--- src/include/csfa_pkg.sv ---
// csfa_pkg: constants, carrier structs and enums for the stack/flags/addressing core.
// assumes a single system clock and a byte-wide memory with one-cycle read latency.
package csfa_pkg;

  // reset values and direct page high byte
  localparam logic [15:0] RST_SP    = 16'h00ff;
  localparam logic [15:0] RST_PC    = 16'h0000;
  localparam logic [7:0]  DIRECT_HI = 8'h00;

  // flag register bit positions; bits 6 and 5 read as one
  localparam int          CCR_V    = 7;
  localparam int          CCR_H    = 4;
  localparam int          CCR_I    = 3;
  localparam int          CCR_N    = 2;
  localparam int          CCR_Z    = 1;
  localparam int          CCR_C    = 0;
  localparam logic [7:0]  CCR_ONES = 8'h60;

  // last step index of each stacking sequence
  localparam logic [2:0]  LAST_ONE  = 3'h0;
  localparam logic [2:0]  LAST_CALL = 3'h1;
  localparam logic [2:0]  LAST_INT  = 3'h5;

  typedef enum logic [4:0] {
    CSFA_NOP, CSFA_PUSH_ACC, CSFA_PULL_ACC, CSFA_CALL_JUMP_OP, CSFA_CALL_BRANCH_OP,
    CSFA_RET, CSFA_RET_INT, CSFA_BRANCH, CSFA_LOAD, CSFA_ADD, CSFA_AND, CSFA_STORE,
    CSFA_MOVE, CSFA_LOAD_HX, CSFA_LOAD_SP, CSFA_SET_MASK, CSFA_CLR_MASK, CSFA_INT
  } csfa_op_t;

  typedef enum logic [2:0] {AM_IMM, AM_DIR, AM_EXT, AM_IX, AM_IX1, AM_SP1, AM_SP2, AM_REL} csfa_am_t;
  typedef enum logic [1:0] {MV_IMM_DIR, MV_DIR_DIR, MV_IXP_DIR, MV_DIR_IXP} csfa_mv_t;
  typedef enum logic [2:0] {BR_ALWAYS, BR_NEVER, BR_EQ, BR_NE, BR_MI, BR_PL, BR_CS, BR_CC} csfa_br_t;
  typedef enum logic [1:0] {ALU_PASS, ALU_ADD, ALU_AND} csfa_alu_fn_t;
  typedef enum {ST_IDLE, ST_PUSH, ST_PULL, ST_WAIT, ST_PCAP, ST_RCAP} csfa_st_t;

  typedef struct packed {
    logic v;
    logic h;
    logic i;
    logic n;
    logic z;
    logic c;
  } csfa_flags_t;

  typedef struct packed {
    csfa_op_t    op;
    csfa_am_t    am;
    csfa_mv_t    mv;
    csfa_br_t    br;
    logic [1:0]  len;
    logic [7:0]  op8;
    logic [15:0] op16;
  } csfa_cmd_t;

  typedef struct packed {
    logic [15:0] addr;
    logic [7:0]  wdata;
    logic        we;
    logic        re;
  } csfa_mem_t;

  typedef struct packed {
    logic [7:0]  acc;
    logic [15:0] hx;
    logic [15:0] sp;
    logic [15:0] pc;
    logic [7:0]  flag_register;
  } csfa_regs_t;

  typedef struct packed {
    csfa_st_t    st;
    logic [2:0]  step;
    csfa_cmd_t   cmd;
    logic [15:0] tgt;
    logic [7:0]  acc;
    logic [15:0] hx;
    logic [15:0] sp;
    logic [15:0] pc;
    csfa_flags_t flg;
    csfa_mem_t   mem;
    logic        ready;
    logic        done;
    logic        ack;
    logic        irq_s1;
    logic        irq_s2;
  } csfa_core_state_t;

  function automatic logic [7:0] ccr_pack(input csfa_flags_t f);
    logic [7:0] b;
    b        = CCR_ONES;
    b[CCR_V] = f.v;
    b[CCR_H] = f.h;
    b[CCR_I] = f.i;
    b[CCR_N] = f.n;
    b[CCR_Z] = f.z;
    b[CCR_C] = f.c;
    return b;
  endfunction

  function automatic csfa_flags_t ccr_unpack(input logic [7:0] b);
    csfa_flags_t f;
    f.v = b[CCR_V];
    f.h = b[CCR_H];
    f.i = b[CCR_I];
    f.n = b[CCR_N];
    f.z = b[CCR_Z];
    f.c = b[CCR_C];
    return f;
  endfunction

endpackage

--- src/hdl/csfa_alu.sv ---
// csfa_alu: byte pass/add/and with negative, zero, half-carry, carry and overflow.
// assumes the caller picks the operands; purely combinational.
`timescale 1ns/1ps
module csfa_alu
  import csfa_pkg::*;
(
  input  wire csfa_alu_fn_t fn,
  input  wire [7:0]         a,
  input  wire [7:0]         b,
  input  wire csfa_flags_t  flg_in,
  output logic [7:0]        res,
  output csfa_flags_t       flg_out
);

  logic [8:0] sum;
  logic [4:0] half;

  always_comb begin
    sum     = {1'b0, a} + {1'b0, b};
    half    = {1'b0, a[3:0]} + {1'b0, b[3:0]};
    flg_out = flg_in;
    case (fn)
      ALU_ADD: begin
        res       = sum[7:0];
        flg_out.c = sum[8];
        flg_out.h = half[4];
        flg_out.v = (a[7] == b[7]) && (sum[7] != a[7]);
      end
      ALU_AND: begin
        res       = a & b;
        flg_out.v = 1'b0;
      end
      default: begin
        res       = b;
        flg_out.v = 1'b0;
      end
    endcase
    flg_out.n = res[7];
    flg_out.z = (res == 8'h00);
  end

endmodule

--- src/hdl/csfa_core.sv ---
// csfa_core: register set, stack engine, branch and operand address logic of a byte core.
// assumes commands arrive decoded from same-clock logic and memory answers a read one cycle later.
`timescale 1ns/1ps

// How it works
// - push writes at stack pointer, then decrements
// - pull increments stack pointer, then reads there
// - stack pointer always marks next empty byte
// - taken branch adds signed offset to counter
// - untaken branch keeps the advanced counter
// - negative result sets the negative flag
// - zero byte result sets the zero flag
// - call stacks return address low then high
// - return reloads counter from stacked address
// - interrupt entry stacks every register but the stack pointer
// - stack-relative operand is stack pointer plus offset
// - accumulator, index pair, stack pointer, counter kept
// - flag register holds v h i n z c
// - direct page is addresses 0x0000 to 0x00ff
// - four memory moves that bypass accumulator
// - counter points at next byte to fetch
// - writes drive data and strobe; reads strobe
// - mask bit set blocks maskable interrupts
module csfa_core
  import csfa_pkg::*;
(
  input  wire              clk,
  input  wire              rst_b,
  input  wire              cmd_valid,
  input  wire csfa_cmd_t   cmd,
  input  wire              irq_req_b,
  input  wire [15:0]       irq_vector,
  input  wire [7:0]        mem_rdata,
  output logic             cmd_ready,
  output logic             op_done,
  output logic             irq_ack,
  output csfa_mem_t        mem,
  output csfa_regs_t       regs
);

  csfa_core_state_t s_r;
  csfa_core_state_t s_nxt;
  logic             take;
  logic             fin;
  csfa_op_t         alu_op;
  csfa_alu_fn_t     alu_fn;
  logic [7:0]       alu_b;
  logic [7:0]       alu_res;
  csfa_flags_t      alu_flg;
  logic [15:0]      pc_adv;

  function automatic logic [15:0] sext8(input logic [7:0] v);
    return {{8{v[7]}}, v};
  endfunction

  // operand address of every addressing mode
  function automatic logic [15:0] ea_of(input csfa_am_t am, input logic [7:0] o8,
                                        input logic [15:0] o16, input logic [15:0] hx,
                                        input logic [15:0] sp);
    case (am)
      AM_DIR:  return {DIRECT_HI, o8};
      AM_EXT:  return o16;
      AM_IX:   return hx;
      AM_IX1:  return hx + {8'h00, o8};
      AM_SP1:  return sp + {8'h00, o8};
      AM_SP2:  return sp + o16;
      default: return o16;
    endcase
  endfunction

  function automatic logic br_true(input csfa_br_t br, input csfa_flags_t f);
    case (br)
      BR_ALWAYS: return 1'b1;
      BR_EQ:     return f.z;
      BR_NE:     return !f.z;
      BR_MI:     return f.n;
      BR_PL:     return !f.n;
      BR_CS:     return f.c;
      BR_CC:     return !f.c;
      default:   return 1'b0;
    endcase
  endfunction

  function automatic logic [2:0] last_step(input csfa_op_t op);
    case (op)
      CSFA_CALL_JUMP_OP, CSFA_CALL_BRANCH_OP, CSFA_RET: return LAST_CALL;
      CSFA_INT, CSFA_RET_INT:                           return LAST_INT;
      default:                                          return LAST_ONE;
    endcase
  endfunction

  // stacking order: counter low, counter high, x, h, accumulator, flags
  function automatic logic [7:0] push_byte(input csfa_core_state_t s);
    if (s.cmd.op == CSFA_PUSH_ACC)
      return s.acc;
    case (s.step)
      3'h0:    return s.pc[7:0];
      3'h1:    return s.pc[15:8];
      3'h2:    return s.hx[7:0];
      3'h3:    return s.hx[15:8];
      3'h4:    return s.acc;
      default: return ccr_pack(s.flg);
    endcase
  endfunction

  assign take   = cmd_valid && s_r.ready;
  assign pc_adv = s_r.pc + {14'h0000, cmd.len};
  assign alu_op = (s_r.st == ST_IDLE) ? cmd.op : s_r.cmd.op;
  assign alu_fn = (alu_op == CSFA_ADD) ? ALU_ADD : (alu_op == CSFA_AND) ? ALU_AND : ALU_PASS;

  always_comb begin
    if (s_r.st != ST_IDLE)
      alu_b = mem_rdata;
    else if (cmd.op == CSFA_STORE)
      alu_b = s_r.acc;
    else
      alu_b = cmd.op8;
  end

  csfa_alu u_alu (
    .fn      (alu_fn),
    .a       (s_r.acc),
    .b       (alu_b),
    .flg_in  (s_r.flg),
    .res     (alu_res),
    .flg_out (alu_flg)
  );

  always_comb begin
    s_nxt        = s_r;
    fin          = 1'b0;
    s_nxt.mem.we = 1'b0;
    s_nxt.mem.re = 1'b0;
    s_nxt.done   = 1'b0;
    s_nxt.ack    = 1'b0;
    s_nxt.irq_s1 = irq_req_b;
    s_nxt.irq_s2 = s_r.irq_s1;
    case (s_r.st)
      ST_IDLE: begin
        if (take) begin
          s_nxt.cmd   = cmd;
          s_nxt.ready = 1'b0;
          s_nxt.step  = 3'h0;
          s_nxt.pc    = pc_adv;
          s_nxt.tgt   = ea_of(cmd.am, cmd.op8, cmd.op16, s_r.hx, s_r.sp);
          case (cmd.op)
            CSFA_BRANCH: begin
              if (br_true(cmd.br, s_r.flg))
                s_nxt.pc = pc_adv + sext8(cmd.op8);
              fin = 1'b1;
            end
            CSFA_CALL_JUMP_OP:   s_nxt.st = ST_PUSH;
            CSFA_CALL_BRANCH_OP: begin
              s_nxt.tgt = pc_adv + sext8(cmd.op8);
              s_nxt.st  = ST_PUSH;
            end
            CSFA_PUSH_ACC:                       s_nxt.st = ST_PUSH;
            CSFA_PULL_ACC, CSFA_RET, CSFA_RET_INT: s_nxt.st = ST_PULL;
            CSFA_LOAD, CSFA_ADD, CSFA_AND: begin
              if (cmd.am == AM_IMM) begin
                s_nxt.acc = alu_res;
                s_nxt.flg = alu_flg;
                fin       = 1'b1;
              end else begin
                s_nxt.mem.re   = 1'b1;
                s_nxt.mem.addr = ea_of(cmd.am, cmd.op8, cmd.op16, s_r.hx, s_r.sp);
                s_nxt.st       = ST_WAIT;
              end
            end
            CSFA_STORE: begin
              s_nxt.mem.we    = 1'b1;
              s_nxt.mem.addr  = ea_of(cmd.am, cmd.op8, cmd.op16, s_r.hx, s_r.sp);
              s_nxt.mem.wdata = s_r.acc;
              s_nxt.flg       = alu_flg;
              fin             = 1'b1;
            end
            CSFA_MOVE: begin
              // source fetched straight to the bus, accumulator untouched
              case (cmd.mv)
                MV_IMM_DIR: begin
                  s_nxt.mem.we    = 1'b1;
                  s_nxt.mem.addr  = {DIRECT_HI, cmd.op16[7:0]};
                  s_nxt.mem.wdata = cmd.op8;
                  s_nxt.flg       = alu_flg;
                  fin             = 1'b1;
                end
                MV_IXP_DIR: begin
                  s_nxt.mem.re   = 1'b1;
                  s_nxt.mem.addr = s_r.hx;
                  s_nxt.st       = ST_WAIT;
                end
                default: begin
                  s_nxt.mem.re   = 1'b1;
                  s_nxt.mem.addr = {DIRECT_HI, cmd.op8};
                  s_nxt.st       = ST_WAIT;
                end
              endcase
            end
            CSFA_LOAD_HX: begin
              s_nxt.hx = cmd.op16;
              fin      = 1'b1;
            end
            CSFA_LOAD_SP: begin
              s_nxt.sp = cmd.op16;
              fin      = 1'b1;
            end
            CSFA_SET_MASK: begin
              s_nxt.flg.i = 1'b1;
              fin         = 1'b1;
            end
            CSFA_CLR_MASK: begin
              s_nxt.flg.i = 1'b0;
              fin         = 1'b1;
            end
            default: fin = 1'b1;
          endcase
        end else if (!s_r.irq_s2 && !s_r.flg.i) begin
          // commands win a tie; the request stays pending until the next free cycle
          s_nxt.cmd.op = CSFA_INT;
          s_nxt.tgt    = irq_vector;
          s_nxt.step   = 3'h0;
          s_nxt.ready  = 1'b0;
          s_nxt.ack    = 1'b1;
          s_nxt.st     = ST_PUSH;
        end
      end
      ST_PUSH: begin
        s_nxt.mem.we    = 1'b1;
        s_nxt.mem.addr  = s_r.sp;
        s_nxt.mem.wdata = push_byte(s_r);
        s_nxt.sp        = s_r.sp - 16'h0001;
        s_nxt.step      = s_r.step + 3'h1;
        if (s_r.step == last_step(s_r.cmd.op)) begin
          fin = 1'b1;
          if (s_r.cmd.op == CSFA_INT) begin
            s_nxt.pc    = s_r.tgt;
            s_nxt.flg.i = 1'b1;
          end else if (s_r.cmd.op != CSFA_PUSH_ACC) begin
            s_nxt.pc = s_r.tgt;
          end
        end
      end
      ST_PULL: begin
        s_nxt.sp       = s_r.sp + 16'h0001;
        s_nxt.mem.re   = 1'b1;
        s_nxt.mem.addr = s_r.sp + 16'h0001;
        s_nxt.st       = ST_WAIT;
      end
      ST_WAIT: begin
        if (s_r.cmd.op inside {CSFA_PULL_ACC, CSFA_RET, CSFA_RET_INT})
          s_nxt.st = ST_PCAP;
        else
          s_nxt.st = ST_RCAP;
      end
      ST_PCAP: begin
        case (s_r.cmd.op)
          CSFA_RET: begin
            if (s_r.step == 3'h0)
              s_nxt.pc[15:8] = mem_rdata;
            else
              s_nxt.pc[7:0] = mem_rdata;
          end
          CSFA_RET_INT: begin
            case (s_r.step)
              3'h0:    s_nxt.flg = ccr_unpack(mem_rdata);
              3'h1:    s_nxt.acc = mem_rdata;
              3'h2:    s_nxt.hx[15:8] = mem_rdata;
              3'h3:    s_nxt.hx[7:0] = mem_rdata;
              3'h4:    s_nxt.pc[15:8] = mem_rdata;
              default: s_nxt.pc[7:0] = mem_rdata;
            endcase
          end
          default: s_nxt.acc = mem_rdata;
        endcase
        if (s_r.step == last_step(s_r.cmd.op)) begin
          fin = 1'b1;
        end else begin
          s_nxt.step = s_r.step + 3'h1;
          s_nxt.st   = ST_PULL;
        end
      end
      ST_RCAP: begin
        s_nxt.flg = alu_flg;
        fin       = 1'b1;
        if (s_r.cmd.op == CSFA_MOVE) begin
          s_nxt.mem.we    = 1'b1;
          s_nxt.mem.wdata = mem_rdata;
          case (s_r.cmd.mv)
            MV_DIR_IXP: s_nxt.mem.addr = s_r.hx;
            MV_IXP_DIR: s_nxt.mem.addr = {DIRECT_HI, s_r.cmd.op8};
            default:    s_nxt.mem.addr = {DIRECT_HI, s_r.cmd.op16[7:0]};
          endcase
          if (s_r.cmd.mv inside {MV_DIR_IXP, MV_IXP_DIR})
            s_nxt.hx = s_r.hx + 16'h0001;
        end else begin
          s_nxt.acc = alu_res;
        end
      end
      default: fin = 1'b1;
    endcase
    if (fin) begin
      s_nxt.st    = ST_IDLE;
      s_nxt.done  = 1'b1;
      s_nxt.ready = 1'b1;
    end
  end

  // sync flops reset to the idle level of the request pin
  always_ff @(posedge clk or negedge rst_b) begin
    if (!rst_b) begin
      s_r        <= '0;
      s_r.sp     <= RST_SP;
      s_r.pc     <= RST_PC;
      s_r.flg.i  <= 1'b1;
      s_r.ready  <= 1'b1;
      s_r.irq_s1 <= 1'b1;
      s_r.irq_s2 <= 1'b1;
    end else begin
      s_r <= s_nxt;
    end
  end

  assign cmd_ready = s_r.ready;
  assign op_done   = s_r.done;
  assign irq_ack   = s_r.ack;
  assign mem       = s_r.mem;
  assign regs      = '{acc: s_r.acc, hx: s_r.hx, sp: s_r.sp, pc: s_r.pc, flag_register: ccr_pack(s_r.flg)};
endmodule

--- config.mk ---
export PLATFORM = sky130hd
export DESIGN_NAME = csfa_core
export DESIGN_NICKNAME = d
export VERILOG_FILES = /design/src/include/csfa_pkg.sv /design/src/hdl/csfa_alu.sv /design/src/hdl/csfa_core.sv
export SDC_FILE = /design/constraint.sdc
export NUM_CORES = 1
export LEC_CHECK = 0
export ABC_AREA = 0
export BUFFER_PORTS_ARGS = -buffer_cell sky130_fd_sc_hd__buf_2
export CAP_MARGIN = 25
export CORE_UTILIZATION = 40
export DETAILED_ROUTE_END_ITERATION = 10
export PLACE_DENSITY = 0.63
export SYNTH_ARGS = -nofsm -noshare
export SYNTH_HDL_FRONTEND = slang
export SYNTH_SLANG_ARGS = --single-unit
--- constraint.sdc ---
create_clock -name clk -period 6.8 [get_ports clk]
set_input_delay 1.7 -clock clk [delete_from_list [all_inputs] [get_ports clk]]
set_output_delay 1.7 -clock clk [all_outputs]
set_load 0.01 [all_outputs]
Yosys cells after proc, flatten, opt, wreduce, memory -nomap -nowiden

Cells that the tools add are included.

Bits in registers: 167
Logic and storage cells: 282

Bitwise operators: 1
Equality and inequality tests: 93
Reduce and logical (&&, ||, !) cells: 50
Multiplexer cells: 99
$add $sub $neg: 11

Operators with widths:

| cell                                                              | count |
|---|---|
| 32-bit one-hot mux with 4 select lines                            | 2 |
| 16-bit 2-to-1 mux                                                 | 14 |
| 8-bit 2-to-1 mux                                                  | 14 |
| 32-bit 2-to-1 mux                                                 | 3 |
| 16-bit one-hot mux with 2 select lines                            | 3 |
| 16-bit one-hot mux with 3 select lines                            | 2 |
| 88-bit 2-to-1 mux                                                 | 1 |
| 40-bit 2-to-1 mux                                                 | 2 |
| 16-bit one-hot mux with 5 select lines                            | 1 |
| 24-bit one-hot mux with 3 select lines                            | 1 |
| 32-bit by 2-bit == test with 1-bit output (second input constant) | 2 |
| 32-bit by 3-bit == test with 1-bit output (second input constant) | 2 |
| 32-bit logical NOT                                                | 2 |
| 16-bit one-hot mux with 4 select lines                            | 1 |
| 19-bit one-hot mux with 3 select lines                            | 1 |
| 5-bit by 4-bit == test with 1-bit output (second input constant)  | 11 |
| 7-bit AND reduction                                               | 6 |
| 8-bit one-hot mux with 5 select lines                             | 1 |
| 5-bit by 3-bit == test with 1-bit output (second input constant)  | 7 |
| 35-bit 2-to-1 mux                                                 | 1 |
| 16-bit by 1-bit adder with 16-bit output (second input constant)  | 2 |
| 16-bit adder                                                      | 2 |
| 16-bit by 8-bit adder with 16-bit output                          | 2 |
| 32-bit by 1-bit == test with 1-bit output (second input constant) | 1 |
| 63 further kinds                                                  | 170 |

Depth between registers and ports, before layout

Depth in word-level cells: 12
Mapped depth: 16
Depth with buffers taken out: 15

Modules after synthesis

A second synthesis with hierarchy kept.

Cells, all modules: 1786
Area, all modules: 13601.8 um2

By module, submodules not included:

| module    | area each (um2) | cells each | instances |
|---|---|---|---|
| csfa_core | 12966.2         | 1693       | 1 |
| csfa_alu  | 635.6           | 93         | 1 |

Least setup slack after synthesis

OpenSTA, ideal clock, no wires.

Path kind: input to register
Start point: in cmd[32] in the netlist's numbering
End point: reg s_r[106] in the netlist's numbering
Arrival time: 5055 ps
Setup time: 119 ps
Cell stages on the path: 15
Data required time: 6681 ps
Setup slack: 1626 ps
Cell sequence: clkbuf_1 > buf_1 > clkbuf_1 > nand2_1 > nand2_1 > nand2_1 > ha_1 > a2111oi_0 > o21ai_0 > a41oi_1 > o41ai_1 > xor2_1 > a221o_1 > o211a_1 > o21a_1

Cells in the longest elaborated chain, start to end: 4
Elaborated cells between the ends (all ways): 8
Those cells by class: eq/ne: 5; mux: 3

RTL lines:

| item                                     | line             | RTL |
|---|---|---|
| start, declared                          | csfa_core.sv:30  | `input wire csfa_cmd_t cmd,` |
| 3-bit == test (tied with other cells)    | csfa_core.sv:60  | `case (am)` |
| 16-bit one-hot mux with 5 select lines * | csfa_core.sv:60  |  |
| 16-bit 2-to-1 mux *                      | csfa_core.sv:146 | `case (cmd.op)` |
| 16-bit 2-to-1 mux *                      | csfa_core.sv:140 | `if (take) begin` |
| end signal, assigned                     | csfa_core.sv:319 | `s_r <= s_nxt;` |
| end, declared                            | csfa_core.sv:41  | `csfa_core_state_t s_r;` |

Mark *: on every way between the ends. The rest lies on a longest branch, timed or not.
A chain may end at the register's enable or synchronous reset.

Final worst setup path

Start point: in cmd[33] in the netlist's numbering
End point: reg s_r (netlist bit mem[23])

Cells in the longest elaborated chain, start to end: 6
Elaborated cells between the ends (all ways): 13
Those cells by class: eq/ne: 6; mux: 5; reduce/logical: 2

RTL lines:

| item                                   | line             | RTL |
|---|---|---|
| 3-bit == test (tied with other cells)  | csfa_core.sv:60  |  |
| 16-bit one-hot mux with 5 select lines | csfa_core.sv:60  |  |
| 16-bit 2-to-1 mux                      | csfa_core.sv:160 | `if (cmd.am == AM_IMM) begin` |
| 19-bit one-hot mux with 3 select lines | csfa_core.sv:146 |  |
| 88-bit 2-to-1 mux                      | csfa_core.sv:140 |  |
| 16-bit one-hot mux with 4 select lines | csfa_core.sv:138 | `case (s_r.st)` |

Several ways; a longest one is shown, not always the timed one. The select of a mux whose other input is x is not followed.

==> summary.txt <==
Max Fanout on Critical Path = 34
Chip width = 185 um
Fin util = 0.442
Remaining antenna violation count after routing = 0
CP startpoint = cmd[33]
Minimum clock period = 5.19 ns
# diodes = 0
Post-placement cell area = 13900 um2
Vias per inst = 6.54
Reg2reg end = regs[62]$_DFFE_PN0P_
First-pass GRT wire length = 85500 um
Largest net degree at the start of global routing = 83
WP depth = 15
Kind of cell adding the most delay to the critical path = compound AO/OA/AOI/OAI gates
Final max-slew violation count = 0
Library cells used by synthesis = 83
Nets = 1895
Fin crit share = 0.764
Slowest cell on the critical path = a2111oi_0
Final setup viols = 0
Storage cell area = 3470 um2
Placement Setup Slack = 1.25 ns
Leak Pwr = 6.45 nW
Worst Tran Pin Value = 1.22 ns
Post-route cell area = 14500 um2
Post-synth EDFFs = 0
Worst Path Buf+Inv = 2
Gr ovfl total = 0
Min-delay worst type = reg -> reg
Detailed placer's ending HPWL = 43000 um
Worst stage delay on the critical path = 0.61 ns
CP arrival = 5.51 ns
Max-cap violations = 0
Yosys top cell by area = dfrtp_1
Routability-driven placement congestion ratio = 1.01
Top-count cell post-synth = nand2_1
Fill cells = 3387
Top Metal Used = met4
Setup tns final = 0 ns
Initial core utilization = 0.410
Commonest cells post-synth = 236 x nand2_1, 165 x nor2_1, 162 x o21ai_0
# DRC = 0
Worst setup margin = 1.61 ns
Worst EP required = 7.12 ns
DRT Wirelength = 58100 um
Number of port buffers = 157
Area of the multi-input gates = 8680 um2
Reg2reg path depth = 11
Top cells by area, synth = dfrtp_1 23%, nand2_1 6.6%, o21ai_0 6.0%, ha_1 5.2%, buf_4 5.2%
Final hold viol count = 0
YS warnings = 0
Number of synthesized register bits = 138
Initial antenna violation count = 2
Total CTS buffers = 17
Overall Global Routing Usage = 0.340
Ports = 160
Unrepaired setup endpoints after global routing = no
Crit-path most repeated cell = nand2_1
CP Cell Sequence = buf_2 > buf_4 > nor2b_1 > nand2_1 > nand2_1 > nand2_1 > ha_1 > a2111oi_0 > o21ai_0 > a41oi_1 > o41ai_1 > xor2_1 > a221o_1 > a211oi_1 > a211oi_1
Path type of the worst setup path = in -> reg
Post-synth top area share = 0.235
Core Area = 32800 um2
P&R area growth vs syn = 7.69%
Slew Limit Headroom = 0.178
Clk_lat worst skew = 0.46 ns
CP startpoint kind = input pin
Sequential area share after synthesis = 0.258
Die height = 185 um
Synth Flop Type = dfrtp_1
DP Cell Count = 2190
Vias in the first global route = 13220
CP Capture Point = mem[23]$_DFFE_PN0P_
M1 WL = 24000 um
Layout cells sized above 1 = 0.151
Pre-antenna DRT Iters = 8
Die Area = 34300 um2
Clock buffer depth = 2
CTS Sinks = 138
Max Clock Freq = 193 MHz
Mapped Area = 13400 um2
Clk slew on worst S/H paths = 0.07 ns
R2r setup slk = 2.76 ns
Clk root buf = clkbuf_16
Setup bufs post-CTS = 0
Hold WS = 0.357 ns
CTS resizes = 0
PwrDens = 439 nW/um2
# rows = 66
Final std cells w/o fill = 2222
Status = complete, no violations
Met3 WL = 7030 um
Async set-or-reset flop fraction in the synthesized netlist = 1.00
Synth Area per Inst = 7.60 um2
H-tree depth = 4
Reg2reg start = s_r[151]$_DFFE_PN0P_
Mapped Cells = 1768
WL met2 = 24100 um
Critical path capture point type = register
Hold-fix buffers, CTS = 0
CTS tree = yes
Starting DRT DRC Count = 2256
Drt wl/cell = 26.2 um
Via Count = 14534
Design Power = 6.35 mW
Skew final = 0.0172 ns
Peak VDD IR = 229 uV
## final cells by class
cell class / count / area share
clock buffers: 20 / 0.0322
repair buffers: 188 / 0.0708
multi-input cells: 1384 / 0.600
inverters: 38 / 0.00985
well taps: 442 / 0.0382
clock inverters: 12 / 0.00942
flip-flops and latches: 138 / 0.240
## registers in the layout, indices dropped and copies added (netlist names)
signal and flops:
op_done 1, mem 26, s_r 46, irq_ack 1, cmd_ready 1, s_nxt 1, regs 62
## placed cells by master, fill, tap and decap left out, types with 14 or more instances in the layout
master	n
ha_1	56
nand2_1	236
xor2_1	39
a21o_1	19
xnor2_1	34
nor3_1	41
mux2i_1	35
o21ai_0	162
nor2_1	163
buf_4	31
inv_1	35
a221oi_1	40
o211ai_1	18
a222oi_1	21
clkbuf_16	17
a211oi_1	20
o22ai_1	19
a22oi_1	14
dfrtp_1	126
and3_1	40
mux2_2	14
a22o_1	25
nand3_1	27
a31oi_1	21
a21oi_1	129
buf_2	156
o21a_1	18
## cells by family (layout without fill, tap and decap cells)
logic type	after synthesis	after routing	synth area share
multiplexers	49	49	0.0378
buffers and inverters	247	258	0.0970
adder cells (fa/ha/maj)	65	65	0.0625
other	1	2	0.000279
XOR/XNOR	73	73	0.0476
flip-flops	138	138	0.258
AO/OA/AOI/OAI	594	594	0.294
AND/OR/NAND/NOR	601	601	0.202
## report_power, final
group / internal [mW] / switching (mW)
combinational: 1.37 / 2.22
clock: 0.573 / 0.429
sequential: 1.17 / 0.599
total: 3.11 / 3.24
## how the worst min path moves through the flow
stage,slack (ns),endpoint,startpoint,depth (start not counted)
6_report,0.36,s_r[0]$_DFF_PN1_,s_nxt[0]$_DFF_PN1_,0
5_1_grt,0.36,s_r[0]$_DFF_PN1_,s_nxt[0]$_DFF_PN1_,0
4_1_cts,0.36,s_r[0]$_DFF_PN1_,s_nxt[0]$_DFF_PN1_,0
3_5_place_dp,0.35,s_r[0]$_DFF_PN1_,s_nxt[0]$_DFF_PN1_,0
3_3_place_gp,0.35,s_r[0]$_DFF_PN1_,s_nxt[0]$_DFF_PN1_,0
2_1_floorplan,0.35,s_r[0]$_DFF_PN1_,s_nxt[0]$_DFF_PN1_,0
## per-layer routing
layer / GRT usage / up-vias
li1: - / 6407
met1: 0.468 / 7004
met2: 0.488 / 970
met3: 0.0847 / 153
met4: 0.171 / 0
met5: 0 / -
No activity file was read; power rests on OpenSTA's default activity.
